<file path="src/wsrs_cfg.svh">
// wsrs_cfg.svh: named constants of the wake/sleep rate selection block.
// assumes inclusion by bare name from the wsrs decode, pulse stretch and rate select files.
`ifndef WSRS_CFG_SVH
`define WSRS_CFG_SVH

// ****************************************************************
// register indexes (byte address is four times the index)
// ****************************************************************
`define WSRS_IDX_SENSOR_CTRL   8'h15
`define WSRS_IDX_POWER_CFG     8'h16
`define WSRS_IDX_RATE_SEL      8'h17
`define WSRS_IDX_INT_CFG       8'h18
`define WSRS_IDX_WAKE_IDLE_LSB 8'h30
`define WSRS_IDX_WAKE_IDLE_MSB 8'h31
`define WSRS_IDX_SLP_IDLE_LSB  8'h32
`define WSRS_IDX_SLP_IDLE_MSB  8'h33
`define WSRS_IDX_STATUS        8'h34
`define WSRS_IDX_NONE          8'hFF

// ****************************************************************
// field positions
// ****************************************************************
`define WSRS_WAKE_NIB_HI       7
`define WSRS_WAKE_NIB_LO       4
`define WSRS_SLP_NIB_HI        3
`define WSRS_SLP_NIB_LO        0
`define WSRS_WAKE_POWER_SEL_HI        7
`define WSRS_WAKE_POWER_SEL_LO        6
`define WSRS_SLP_PM_HI         5
`define WSRS_SLP_PM_LO         4
`define WSRS_PM_FLEX_BIT       1
`define WSRS_PM_HPERF_BIT      0
`define WSRS_CTRL_ACTIVE_BIT   0
`define WSRS_CTRL_SAMPLE_READY_EVENT_EN_BIT  1
`define WSRS_IDLE_MSB_HI       3
`define WSRS_CODE_MAX          4'hC

// ****************************************************************
// reset values
// ****************************************************************
`define WSRS_RATE_RST_GND      8'h00
`define WSRS_RATE_RST_VDD      8'hC0
`define WSRS_INT_CFG_RST       8'h01
`define WSRS_BYTE_ZERO         8'h00
`define WSRS_STRAP_SETTLE      2'h2
`define WSRS_STRAP_DONE        2'h3

// ****************************************************************
// timing: times in ns, cycles derived from the clock rate
// ****************************************************************
`define WSRS_CLK_MHZ           100
`define WSRS_BASE_TIME_NS      312500
`define WSRS_FIRST_TIME_NS     528500
`define WSRS_GAP_TIME_NS       500000
`define WSRS_PULSE_TIME_NS     5000000
`define WSRS_STEP_SCALE_NUM    9984
`define WSRS_STEP_SCALE_DEN    10000
`define WSRS_NS_PER_US         1000

`endif

</file>
<file path="src/wsrs_pkg.sv">
// wsrs_pkg.sv: types shared by the wake/sleep rate selection block.
// assumes nothing of its surroundings.
package wsrs_pkg;

    // ****************************************************************
    // sequencer states
    // ****************************************************************
    typedef enum logic [2:0] {
        WSRS_SEQ_IDLE  = 3'b000,   // standby, no acquisition
        WSRS_SEQ_LOAD  = 3'b001,   // latch settings of current state
        WSRS_SEQ_FIRST = 3'b010,   // waiting for first sample
        WSRS_SEQ_RUN   = 3'b011,   // steady sampling
        WSRS_SEQ_GAP   = 3'b100    // wake/sleep changeover gap
    } wsrs_seq_type;

endpackage : wsrs_pkg

</file>
<file path="src/wsrs_rate_decode.sv">
// wsrs_rate_decode.sv: turns one nibble plus power mode into decimation
// and sample period in base units of 312.5 us.
// assumes a stable nibble, mode and idle time from the register file.
`timescale 1ns/100ps
`include "wsrs_cfg.svh"

module wsrs_rate_decode
    import wsrs_pkg::*;
(
    // settings of one state
    input  wire logic [3:0]  code_in,
    input  wire logic [1:0]  power_sel_in,
    input  wire logic [11:0] idle_in,
    // decoded timing
    output logic      [12:0] decim_out,
    output logic      [24:0] units_out,
    output logic             fast_start_out
);

    logic [3:0] step_exp;   // code clamped to top entry

    // ****************************************************************
    // decode
    // ****************************************************************
    // mode picks the meaning of the nibble
    always_comb begin
        step_exp = (code_in > `WSRS_CODE_MAX) ? `WSRS_CODE_MAX : code_in;
        if (power_sel_in[`WSRS_PM_FLEX_BIT]) begin
            decim_out      = 13'(13'h1 << step_exp);
            units_out      = 25'((25'(idle_in) + 25'h1) << step_exp);
            fast_start_out = (idle_in == 12'h0);
        end else if (power_sel_in[`WSRS_PM_HPERF_BIT]) begin
            decim_out      = 13'(13'h1 << step_exp);
            units_out      = 25'(25'h1 << step_exp);
            fast_start_out = (step_exp == 4'h0);
        end else begin
            // low power: decimation fixed at one
            decim_out      = 13'h1;
            units_out      = 25'(25'h1 << step_exp);
            fast_start_out = (step_exp == 4'h0);
        end
    end

endmodule : wsrs_rate_decode

</file>
<file path="src/wsrs_pulse_stretch.sv">
// wsrs_pulse_stretch.sv: active-low interrupt pulse, stretched or not.
// assumes trigger comes from logic on the same clock.
`timescale 1ns/100ps
`include "wsrs_cfg.svh"

module wsrs_pulse_stretch
    import wsrs_pkg::*;
#(
    parameter int unsigned PULSE_CYCLES = 500000
)(
    // clock and reset
    input  wire logic clk_in,
    input  wire logic sys_rst_in,
    // control
    input  wire logic trig_in,
    input  wire logic stretch_en_in,
    // pin
    output logic      pulse_n_out
);

    logic [31:0] left_r;    // cycles of low pulse remaining
    logic [31:0] left_nxt;
    logic        pin_n_r;   // registered pin level
    logic        pin_n_nxt;

    // ****************************************************************
    // next state
    // ****************************************************************
    // a new trigger restarts the count, so close pulses merge
    always_comb begin
        left_nxt = (left_r != 32'h0) ? left_r - 32'h1 : left_r;
        if (trig_in) begin
            left_nxt = stretch_en_in ? 32'(PULSE_CYCLES) : 32'h1;
        end
        pin_n_nxt = (left_nxt == 32'h0);
    end

    // registers only
    always_ff @(posedge clk_in or posedge sys_rst_in) begin
        if (sys_rst_in) begin
            left_r  <= 32'h0;
            pin_n_r <= 1'b1;
        end else begin
            left_r  <= left_nxt;
            pin_n_r <= pin_n_nxt;
        end
    end

    assign pulse_n_out = pin_n_r;

endmodule : wsrs_pulse_stretch

</file>
<file path="src/wsrs_rate_select.sv">
// wsrs_rate_select.sv: wake/sleep rate and decimation selection with
// its acquisition pacing, behind an AHB-Lite register slave.
// assumes a single AHB-Lite master, boot strap on a pin, and the
// wake/sleep state coming from logic on the same clock.
//
// Local design decision: the AHB-Lite slave port.
`timescale 1ns/100ps
`include "wsrs_cfg.svh"

module wsrs_rate_select
    import wsrs_pkg::*;
#(
    parameter int unsigned BASE_CYCLES  = (`WSRS_BASE_TIME_NS * `WSRS_CLK_MHZ) / `WSRS_NS_PER_US,
    parameter int unsigned STEP_CYCLES  = (BASE_CYCLES * `WSRS_STEP_SCALE_NUM)
                                          / `WSRS_STEP_SCALE_DEN,
    parameter int unsigned FIRST_CYCLES = (`WSRS_FIRST_TIME_NS * `WSRS_CLK_MHZ) / `WSRS_NS_PER_US,
    parameter int unsigned GAP_CYCLES   = (`WSRS_GAP_TIME_NS * `WSRS_CLK_MHZ) / `WSRS_NS_PER_US,
    parameter int unsigned PULSE_CYCLES = (`WSRS_PULSE_TIME_NS * `WSRS_CLK_MHZ) / `WSRS_NS_PER_US
)(
    // clock and reset
    input  wire logic        clk_in,
    input  wire logic        sys_rst_in,
    // ahb-lite slave
    input  wire logic        hsel_in,
    input  wire logic [31:0] haddr_in,
    input  wire logic [1:0]  htrans_in,
    input  wire logic        hwrite_in,
    input  wire logic [2:0]  hsize_in,
    input  wire logic [31:0] hwdata_in,
    input  wire logic        hready_in,
    output logic             hreadyout_out,
    output logic             hresp_out,
    output logic [31:0]      hrdata_out,
    // device pins and state
    input  wire logic        boot_select_pin_in,
    input  wire logic        sleep_state_in,
    output logic             interrupt_line_one_n_out,
    // acquisition pacing
    output logic             sample_ready_event_out,
    output logic             acquiring_out,
    output logic [12:0]      cur_decim_out
);

    // ****************************************************************
    // declarations
    // ****************************************************************
    logic [7:0]   ctrl_r, ctrl_nxt;            // active, data-ready enable
    logic [7:0]   power_r, power_nxt;          // power mode per state
    logic [7:0]   rate_r, rate_nxt;            // rate/decimation nibbles
    logic [7:0]   intcfg_r, intcfg_nxt;        // interrupt config, stored
    logic [11:0]  wake_idle_r, wake_idle_nxt;  // wake idle time
    logic [11:0]  slp_idle_r, slp_idle_nxt;    // sleep idle time
    logic         wr_pend_r, wr_pend_nxt;      // write data phase due
    logic [7:0]   wr_idx_r, wr_idx_nxt;        // index of pending write
    logic [31:0]  rdata_r, rdata_nxt;          // read data register
    logic         boot_meta_r, boot_sync_r;    // strap synchroniser
    logic [1:0]   strap_cnt_r, strap_cnt_nxt;  // strap settle counter
    logic         strap_r, strap_nxt;          // caught strap level
    logic         sw_wrote_r, sw_wrote_nxt;    // software beat the strap
    wsrs_seq_type seq_r, seq_nxt;              // sequencer state
    logic         applied_slp_r, applied_slp_nxt; // state in use
    logic [39:0]  count_r, count_nxt;          // cycles to next event
    logic         sample_r, sample_nxt;        // one-cycle sample strobe
    logic [12:0]  decim_r, decim_nxt;          // decimation in use
    logic         ahb_take;                    // address phase accepted
    logic [7:0]   take_idx;                    // decoded index
    logic [3:0]   sel_code;                    // nibble of applied state
    logic [1:0]   sel_pm;                      // power select of state
    logic [11:0]  sel_idle;                    // idle of applied state
    logic [12:0]  dec_decim;                   // decoded decimation
    logic [24:0]  dec_units;                   // decoded period units
    logic         dec_fast;                    // first-sample delay applies, not the period
    logic [39:0]  period_cyc;                  // sample period in cycles
    logic [39:0]  first_cyc;                   // first-sample delay

    // ****************************************************************
    // helper functions
    // ****************************************************************
    // byte address to register index, none if misaligned or at 0x400 and above
    function automatic logic [7:0] addr_to_idx(input logic [31:0] addr);
        logic [7:0] idx;
        idx = `WSRS_IDX_NONE;
        if (addr[1:0] == 2'h0 && addr[31:10] == 22'h0) begin
            idx = addr[9:2];
        end
        return idx;
    endfunction : addr_to_idx

    // ****************************************************************
    // ahb-lite slave
    // ****************************************************************
    // zero wait states; reads look at next values so a read right
    // after a write to the same register sees the new byte
    assign ahb_take      = hsel_in & htrans_in[1] & hready_in;
    assign take_idx      = addr_to_idx(haddr_in);
    assign hreadyout_out = 1'b1;
    assign hresp_out     = 1'b0;
    assign hrdata_out    = rdata_r;

    // register file and strap capture
    always_comb begin
        ctrl_nxt      = ctrl_r;
        power_nxt     = power_r;
        rate_nxt      = rate_r;
        intcfg_nxt    = intcfg_r;
        wake_idle_nxt = wake_idle_r;
        slp_idle_nxt  = slp_idle_r;
        strap_cnt_nxt = strap_cnt_r;
        strap_nxt     = strap_r;
        sw_wrote_nxt  = sw_wrote_r;
        wr_pend_nxt   = ahb_take & hwrite_in;
        wr_idx_nxt    = ahb_take ? take_idx : wr_idx_r;
        rdata_nxt     = rdata_r;
        // strap settles through the synchroniser first
        if (strap_cnt_r != `WSRS_STRAP_DONE) begin
            strap_cnt_nxt = strap_cnt_r + 2'h1;
        end
        if (strap_cnt_r == `WSRS_STRAP_SETTLE) begin
            strap_nxt = boot_sync_r;
            if (!sw_wrote_r) begin
                rate_nxt = boot_sync_r ? `WSRS_RATE_RST_VDD : `WSRS_RATE_RST_GND;
            end
        end
        // data phase of a write; hsize unused, byte lane 0 only
        if (wr_pend_r) begin
            unique case (wr_idx_r)
                `WSRS_IDX_SENSOR_CTRL:   ctrl_nxt   = hwdata_in[7:0];
                `WSRS_IDX_POWER_CFG:     power_nxt  = hwdata_in[7:0];
                `WSRS_IDX_RATE_SEL: begin
                    rate_nxt     = hwdata_in[7:0];
                    sw_wrote_nxt = 1'b1;
                end
                `WSRS_IDX_INT_CFG:       intcfg_nxt = hwdata_in[7:0];
                `WSRS_IDX_WAKE_IDLE_LSB: wake_idle_nxt[7:0]  = hwdata_in[7:0];
                `WSRS_IDX_WAKE_IDLE_MSB: wake_idle_nxt[11:8] =
                                         hwdata_in[`WSRS_IDLE_MSB_HI:0];
                `WSRS_IDX_SLP_IDLE_LSB:  slp_idle_nxt[7:0]   = hwdata_in[7:0];
                `WSRS_IDX_SLP_IDLE_MSB:  slp_idle_nxt[11:8]  =
                                         hwdata_in[`WSRS_IDLE_MSB_HI:0];
                // status, unmapped: write ignored
                default: ;
            endcase
        end
        // read value captured in the address phase
        if (ahb_take && !hwrite_in) begin
            unique case (take_idx)
                `WSRS_IDX_SENSOR_CTRL:   rdata_nxt = {24'h0, ctrl_nxt};
                `WSRS_IDX_POWER_CFG:     rdata_nxt = {24'h0, power_nxt};
                `WSRS_IDX_RATE_SEL:      rdata_nxt = {24'h0, rate_nxt};
                `WSRS_IDX_INT_CFG:       rdata_nxt = {24'h0, intcfg_nxt};
                `WSRS_IDX_WAKE_IDLE_LSB: rdata_nxt = {24'h0, wake_idle_nxt[7:0]};
                `WSRS_IDX_WAKE_IDLE_MSB: rdata_nxt = {28'h0, wake_idle_nxt[11:8]};
                `WSRS_IDX_SLP_IDLE_LSB:  rdata_nxt = {24'h0, slp_idle_nxt[7:0]};
                `WSRS_IDX_SLP_IDLE_MSB:  rdata_nxt = {28'h0, slp_idle_nxt[11:8]};
                `WSRS_IDX_STATUS:        rdata_nxt = {26'h0, strap_r, applied_slp_r,
                                                      acquiring_out, seq_r};
                default:                 rdata_nxt = 32'h0;
            endcase
        end
    end

    // register file flip-flops; constants only under reset
    always_ff @(posedge clk_in or posedge sys_rst_in) begin
        if (sys_rst_in) begin
            ctrl_r      <= `WSRS_BYTE_ZERO;
            power_r     <= `WSRS_BYTE_ZERO;
            rate_r      <= `WSRS_RATE_RST_GND;
            intcfg_r    <= `WSRS_INT_CFG_RST;
            wake_idle_r <= 12'h0;
            slp_idle_r  <= 12'h0;
            wr_pend_r   <= 1'b0;
            wr_idx_r    <= `WSRS_IDX_NONE;
            rdata_r     <= 32'h0;
            boot_meta_r <= 1'b0;
            boot_sync_r <= 1'b0;
            strap_cnt_r <= 2'h0;
            strap_r     <= 1'b0;
            sw_wrote_r  <= 1'b0;
        end else begin
            ctrl_r      <= ctrl_nxt;
            power_r     <= power_nxt;
            rate_r      <= rate_nxt;
            intcfg_r    <= intcfg_nxt;
            wake_idle_r <= wake_idle_nxt;
            slp_idle_r  <= slp_idle_nxt;
            wr_pend_r   <= wr_pend_nxt;
            wr_idx_r    <= wr_idx_nxt;
            rdata_r     <= rdata_nxt;
            boot_meta_r <= boot_select_pin_in;
            boot_sync_r <= boot_meta_r;
            strap_cnt_r <= strap_cnt_nxt;
            strap_r     <= strap_nxt;
            sw_wrote_r  <= sw_wrote_nxt;
        end
    end

    // ****************************************************************
    // settings of the applied state
    // ****************************************************************
    // upper nibble in wake, lower in sleep
    assign sel_code = applied_slp_r ? rate_r[`WSRS_SLP_NIB_HI:`WSRS_SLP_NIB_LO]
                                    : rate_r[`WSRS_WAKE_NIB_HI:`WSRS_WAKE_NIB_LO];
    assign sel_pm   = applied_slp_r ? power_r[`WSRS_SLP_PM_HI:`WSRS_SLP_PM_LO]
                                    : power_r[`WSRS_WAKE_POWER_SEL_HI:`WSRS_WAKE_POWER_SEL_LO];
    // idle of the state in use
    assign sel_idle = applied_slp_r ? slp_idle_r : wake_idle_r;

    // decimation implied by the mode and code
    wsrs_rate_decode u_decode (
        .code_in        (sel_code),
        .power_sel_in   (sel_pm),
        .idle_in        (sel_idle),
        .decim_out      (dec_decim),
        .units_out      (dec_units),
        .fast_start_out (dec_fast)
    );

    // base unit is one 3200 Hz period
    assign period_cyc = 40'(dec_units) * 40'(BASE_CYCLES);
    // first delay: scaled decimation steps plus fixed part
    assign first_cyc  = 40'(dec_decim - 13'h1) * 40'(STEP_CYCLES) + 40'(FIRST_CYCLES);

    // ****************************************************************
    // acquisition sequencer
    // ****************************************************************
    // decimation is only sampled in LOAD, the period again at every sample;
    // changing them while active is the host's fault and takes effect only at the next LOAD or sample
    always_comb begin
        seq_nxt         = seq_r;
        applied_slp_nxt = applied_slp_r;
        count_nxt       = (count_r != 40'h0) ? count_r - 40'h1 : count_r;
        sample_nxt      = 1'b0;
        decim_nxt       = decim_r;
        if (!ctrl_r[`WSRS_CTRL_ACTIVE_BIT]) begin
            seq_nxt   = WSRS_SEQ_IDLE;
            count_nxt = 40'h0;
        end else begin
            unique case (seq_r)
                WSRS_SEQ_IDLE: begin
                    applied_slp_nxt = sleep_state_in;
                    seq_nxt         = WSRS_SEQ_LOAD;
                end
                WSRS_SEQ_LOAD: begin
                    decim_nxt = dec_decim;
                    seq_nxt   = WSRS_SEQ_FIRST;
                    count_nxt = dec_fast ? first_cyc : period_cyc;
                end
                WSRS_SEQ_FIRST, WSRS_SEQ_RUN: begin
                    if (sleep_state_in != applied_slp_r) begin
                        seq_nxt   = WSRS_SEQ_GAP;
                        count_nxt = 40'(GAP_CYCLES);
                    end else if (count_r == 40'h1) begin
                        sample_nxt = 1'b1;
                        seq_nxt    = WSRS_SEQ_RUN;
                        count_nxt  = period_cyc;
                    end
                end
                WSRS_SEQ_GAP: begin
                    if (count_r == 40'h1) begin
                        applied_slp_nxt = sleep_state_in;
                        seq_nxt         = WSRS_SEQ_LOAD;
                    end
                end
                // codes 101 to 111 cannot arise
                default: seq_nxt = WSRS_SEQ_IDLE;
            endcase
        end
    end

    // sequencer flip-flops
    always_ff @(posedge clk_in or posedge sys_rst_in) begin
        if (sys_rst_in) begin
            seq_r         <= WSRS_SEQ_IDLE;
            applied_slp_r <= 1'b0;
            count_r       <= 40'h0;
            sample_r      <= 1'b0;
            decim_r       <= 13'h1;
        end else begin
            seq_r         <= seq_nxt;
            applied_slp_r <= applied_slp_nxt;
            count_r       <= count_nxt;
            sample_r      <= sample_nxt;
            decim_r       <= decim_nxt;
        end
    end

    assign sample_ready_event_out = sample_r;
    assign acquiring_out          = (seq_r != WSRS_SEQ_IDLE);
    assign cur_decim_out          = decim_r;

    // ****************************************************************
    // data-ready interrupt pin
    // ****************************************************************
    // stretched low pulse when strapped high
    wsrs_pulse_stretch #(
        .PULSE_CYCLES (PULSE_CYCLES)
    ) u_pulse (
        .clk_in        (clk_in),
        .sys_rst_in    (sys_rst_in),
        .trig_in       (sample_r & ctrl_r[`WSRS_CTRL_SAMPLE_READY_EVENT_EN_BIT]),
        .stretch_en_in (strap_r),
        .pulse_n_out   (interrupt_line_one_n_out)
    );

endmodule : wsrs_rate_select

</file>
<file path="config.mk">
export PLATFORM = sky130hd
export DESIGN_NAME = wsrs_rate_select
export DESIGN_NICKNAME = d
export VERILOG_FILES = /design/src/wsrs_pkg.sv /design/src/wsrs_rate_decode.sv /design/src/wsrs_pulse_stretch.sv /design/src/wsrs_rate_select.sv
export VERILOG_INCLUDE_DIRS = /design/src
export SDC_FILE = /design/constraint.sdc
export NUM_CORES = 1
export LEC_CHECK = 0
export ABC_CLOCK_PERIOD_IN_PS = 16149
export BUFFER_PORTS_ARGS = -buffer_cell sky130_fd_sc_hd__buf_2
export CORE_MARGIN = 1
export CORE_UTILIZATION = 43
export CTS_BUF_LIST = sky130_fd_sc_hd__clkbuf_2 sky130_fd_sc_hd__clkbuf_4 sky130_fd_sc_hd__clkbuf_8
export DETAILED_ROUTE_END_ITERATION = 7
export SYNTH_ARGS = -nofsm -noshare
export SYNTH_HDL_FRONTEND = slang
export SYNTH_HIERARCHICAL = 1
export SYNTH_SLANG_ARGS = --single-unit
</file>
<file path="constraint.sdc">
create_clock -name clk_in -period 16.15 [get_ports clk_in]
set_input_delay 0.8075 -clock clk_in [delete_from_list [all_inputs] [get_ports clk_in]]
set_output_delay 0.8075 -clock clk_in [all_outputs]
set_load 0.05 [all_outputs]
</file>
# Word-level counts from Yosys, hierarchy flattened
# Cells that the tools add are included.
# classes
n_addsub	6
multipliers	2
order_cmp	1
n_eq_ne	28
shifts	3
n_mux	47
n_bitwise	4
n_reduce_logical	18
# op_table
operator	count
$mux 40	5
$mux 8	14
$pmux 40 s2	1
$eq 8x6->1 const B	9
$pmux 8 s9	1
$eq 8x5->1 const B	8
$mux 32	2
$add 40x16->40 const B	1
$eq 40x1->1 const B	1
$mul 40x10->35 const B	1
$reduce_bool 40->1	1
$sub 40x1->40 const B	1
$mul 25x14->39 const B	1
$mux 12	3
$logic_not 32->1	1
$reduce_bool 32->1	1
$sub 32x1->32 const B	1
$mux 13	2
$mux 25	1
$shl 1x4->25 const A	1
$shl 25x4->25	1
$logic_not 22->1	1
$mux 19	1
$mux 4	4
other kinds (30)	46
# word_totals
ff_bits	194
inputBits	76
out_inout_bits	50
elab_cells	130

# Logic depth before layout (Yosys ltp)
# depth
depth_word	12
mapped_depth	36
mapped_depth_nobuf	32

# By module
# The synthesis kept the hierarchy.
# by_module_without_submodules
mod	instances	cells_per_inst	area_each_um2	seq_area_each_um2
wsrs_rate_select	1	1858	17264.1	3440.8
wsrs_pulse_stretch	1	240	2163.3	827.0
wsrs_rate_decode	1	234	1420.1	0.0

# Worst setup path after synthesis
# No wires, ideal clock.
# synth_timing
kind	register -> register
startpoint	register applied_slp_r
endpoint	register count_r[31]
setup_time_ns	0.142
arrival_time_ns	9.219
required_time_ns	16.008
slack_ns	6.789
stages_incl_launch_ff	36
path_buffers	4
synth_period_minus_slack_ns	9.361
path_cell_list	dfrtp_1 buf_1 mux2_2 clkbuf_1 clkbuf_1 nor2_1 or3_1 nor2_1 inv_1 ha_1 a21boi_0 nand2_1 nor2_1 nand2_1 inv_2 clkbuf_1 ha_1 a21oi_1 inv_1 ha_1 fa_1 fa_1 inv_1 fa_1 inv_1 ha_1 and4_1 nand2_1 o21ai_0 a211oi_1 a311o_1 or4_1 a21oi_1 nand4b_1 nor4bb_1 a2111oi_0
# synth_between
elab_cells_between_ends	25
cone_classes	add/sub (3); mul (2); order compare (1); eq/ne (1); shift (3); mux (13); reduce/logical (2)
# synth_lines
item	line_no	rtl
from (decl)	wsrs_rate_select.sv:61	logic applied_slp_r, applied_slp_nxt;
from (signal assigned)	wsrs_rate_select.sv:280	applied_slp_r <= applied_slp_nxt;
$mux 2	wsrs_rate_select.sv:203	assign sel_pm = applied_slp_r ? power_r[`WSRS_SLP_PM_HI:`WSRS_SLP_PM_LO]
named net sel_pm[1]	wsrs_rate_select.sv:68	logic [1:0] sel_pm;
$mux 13	wsrs_rate_decode.sv:28	if (power_sel_in[`WSRS_PM_FLEX_BIT]) begin
named net dec_decim[2]	wsrs_rate_select.sv:70	logic [12:0] dec_decim;
$sub 13x1->14	wsrs_rate_select.sv:221	assign first_cyc = 40'(dec_decim - 13'h1) * 40'(STEP_CYCLES) + 40'(FIRST_CYCLES);
$mul 40x10->35	wsrs_rate_select.sv:221	
$add 40x16->40	wsrs_rate_select.sv:221	
$mux 40	wsrs_rate_select.sv:246	count_nxt = dec_fast ? first_cyc : period_cyc;
$pmux 40 s2	wsrs_rate_select.sv:238	unique case (seq_r)
$mux 40	wsrs_rate_select.sv:234	if (!ctrl_r[`WSRS_CTRL_ACTIVE_BIT]) begin
named net count_nxt[31]	wsrs_rate_select.sv:62	logic [39:0] count_r, count_nxt;
to (signal assigned)	wsrs_rate_select.sv:281	count_r <= count_nxt;
to (decl)	wsrs_rate_select.sv:62	
# The timed path passes the listed nets, and every way through them passes these cells.
# A chain may end at the register's enable or synchronous reset.

# Final worst setup path
# Same ends and word-level chain as after synthesis.

==> run metrics <==
Clock Latency Late Sink 0.55 ns; DRC violations left 0; RSZ-0062 raised after global routing false; DRT Pass-1 Iters 6; P_leak 10.9 nW; data required time of the worst path 16.56 ns; Die W 222 µm; CTS buffer count 17; initial antenna violation count 0; clock sinks 170; Worst Clk Skew 0.0310 ns; GP Congestion 0.889; Slew Limit Fails 0; GRT Total Usage 0.224; vias per cell 5.73; Ys Warns 6; Avg WL per Cell 17.9 µm; fin nets 2807; Setup crit end count_r[31]; Placed Instances 2969; CP max stage delay 1.02 ns; Post-DP HPWL 43.3 mm; cell type with the largest total area after synthesis dfrtp_1; Max-Cap Viols 0; post-CTS resize count 0; Pwr per Cell Area 113 nW/µm²; Data arrival, critical path 10.97 ns; largest cells by area after synthesis dfrtp_1, fa_1, ha_1; crit path launch applied_slp_r; die area 49400 µm²; via count 17200; gr ovfl total 0; core area 47700 µm²; hold buffer count at CTS 0; flops & latches, synth 170; most common cell in the synthesized netlist inv_1; Post-synth ARST share 1.00; Reg2Reg Depth 30; setup TNS 0 ns; CP most frequent cell inv_1; Reg clk slew, reported paths 0.10 ns; sequential share of the synthesized area 0.205; Chip Height 222 µm; Synth cell types 106; most common flop cell mapped by yosys dfrtp_1; Initial Utilization 0.437; CP Launch Type flop; I/O Pins 126; post-synth top area share 0.191; Row Count 80; min Tclk post-route 10.56 ns; Slew headroom 0.229; Slowest cell on crit path dfrtp_1; setup violators final 0; H-tree depth 4; first-pass GRT wire length 89.8 mm; cell area after synthesis 20800 µm²; Final Non-Filler Cells 3001; Ant. Diodes 0; FMAX 0.0947 GHz; largest net degree at the start of global routing 75; vias in the first global route 17000; outcome complete, no violations; Avg Inst Size Synth 8.94 µm²; CP max FO 25; Hold Fails Final Rpt 0; layout cell share with drive strength beyond 1 0.116; Max IR drop VDD 0.0583 mV; synth cell count leaders inv_1, ha_1, nand2_1; CTS tree done; Post-DRT Antenna Nets 0; clk root buf clkbuf_8; CP Capture Type flop; Reg-to-Reg Start applied_slp_r; Setup Crit Path Kind flop to flop; Worst-Margin Slew 1.16 ns; DR iter-0 viols 1322; reg2reg end count_r[31]; r2r setup slk 5.59 ns; final period utilization 0.654; Area Overhead vs Synth 6.18%; Post-synth EDFFs 0; Clock Tree Buf Depth 2; Port-buffer cells 71; worst min-delay path class input port to async pin; Mapped Cells 2332; Setup Buffers After CTS 0; Detailed Route WL 53.7 mm
[worst max-delay path, delay by kind of cell, from the launching register on]
family / cells / cell delay, ns
adders and majority gates: 7 / 2.78
xor gates and xnor gates: 1 / 0.78
AOI/OAI and AO/OA: 7 / 2.04
DFF: 1 / 1.02
buffers and inverters: 5 / 0.46
and+or+nand+nor: 9 / 2.72
muxes: 1 / 0.62
[metrics by stage]
| step | worst slack [ns] | hold WS (ns) | area, µm² | total power [mW] | utilization |
|---|---|---|---|---|---|
| after global routing | 4.89 | 0.352 | 22100 | 2.76 | 0.464 |
| after detailed placement | 5.76 | 0.342 | 21700 | 2.18 | 0.455 |
| after CTS | 5.72 | 0.323 | 22100 | 2.52 | 0.464 |
| after global placement | 5.83 | 0.355 | 21700 | 2.16 | 0.455 |
| final | 5.59 | 0.351 | 22100 | 2.51 | 0.464 |
| after floorplan | 6.79 | 0.331 | 20900 | 1.81 | - |
[cells in the final DEF, fill, tap and decap left out, drive strengths merged, types with 22 or more instances in the layout]
master	n
mux2i	27
o21ai	112
nand2b	28
xnor2	103
nand3	63
conb	26
a21o	33
xor2	59
inv	228
nor4	38
or3	29
nor2	164
a22oi	22
mux2	83
nand2	178
ha	213
dfrtp	159
nor2b	25
a21oi	96
fa	145
nor3	68
buf	98
[power by group]
group,leakage [nW],total (mW),switching (mW),internal (mW)
Sequential,2.17,0.613,0.107,0.506
Clock,0.199,0.313,0.194,0.119
Combinational,8.51,1.58,0.978,0.607
Total,10.9,2.51,1.28,1.23
[flip-flops by register name (all words and copies together), names as in the netlist, 2 cells and up]
signal	count
count_r	40
ctrl_r	8
cur_decim_out	13
hrdata_out	8
intcfg_r	8
power_r	8
rate_r	8
seq_r	3
slp_idle_r	12
strap_cnt_r	2
u_pulse/left_r	32
wake_idle_r	12
wr_idx_r	8
[worst min-delay path by stage]
stage	from	to	slack [ns]
finish	sys_rst_in	strap_cnt_r[1]	0.35
global route	boot_select_pin_in	boot_meta_r	0.35
CTS	boot_select_pin_in	boot_meta_r	0.32
detailed placement	boot_meta_r	boot_sync_r	0.34
global placement	boot_meta_r	boot_sync_r	0.35
floorplan	boot_meta_r	boot_sync_r	0.33
[logic make-up after synthesis]
kind of cell,after synthesis,synth area share
fa+ha+maj,358,0.267
buf+inv,322,0.0660
mux,110,0.0578
xor+xnor,162,0.0681
compound gates,482,0.157
flops,170,0.205
other cells,2,0.000360
simple gates,726,0.179
[metal layers]
layer  GRT usage  share of wire  vias to the layer above
li1            -              -                     8280
met1       0.315           0.48                     8434
met5           0              0                        -
met3      0.0253          0.040                       62
met4      0.0594          0.019                        0
met2       0.366           0.47                      427
[cell type report]
type | count | area [µm²]
Multi-Input combinational cell | 1864 | 15300
Inverter | 222 | 838
Clock buffer | 18 | 248
Timing Repair Buffer | 98 | 558
Fill cell | 4631 | 25600
Sequential cell | 170 | 4270
Clock inverter | 14 | 145
Tap cell | 615 | 769
Note: power is estimated with default switching activity, not from simulation.
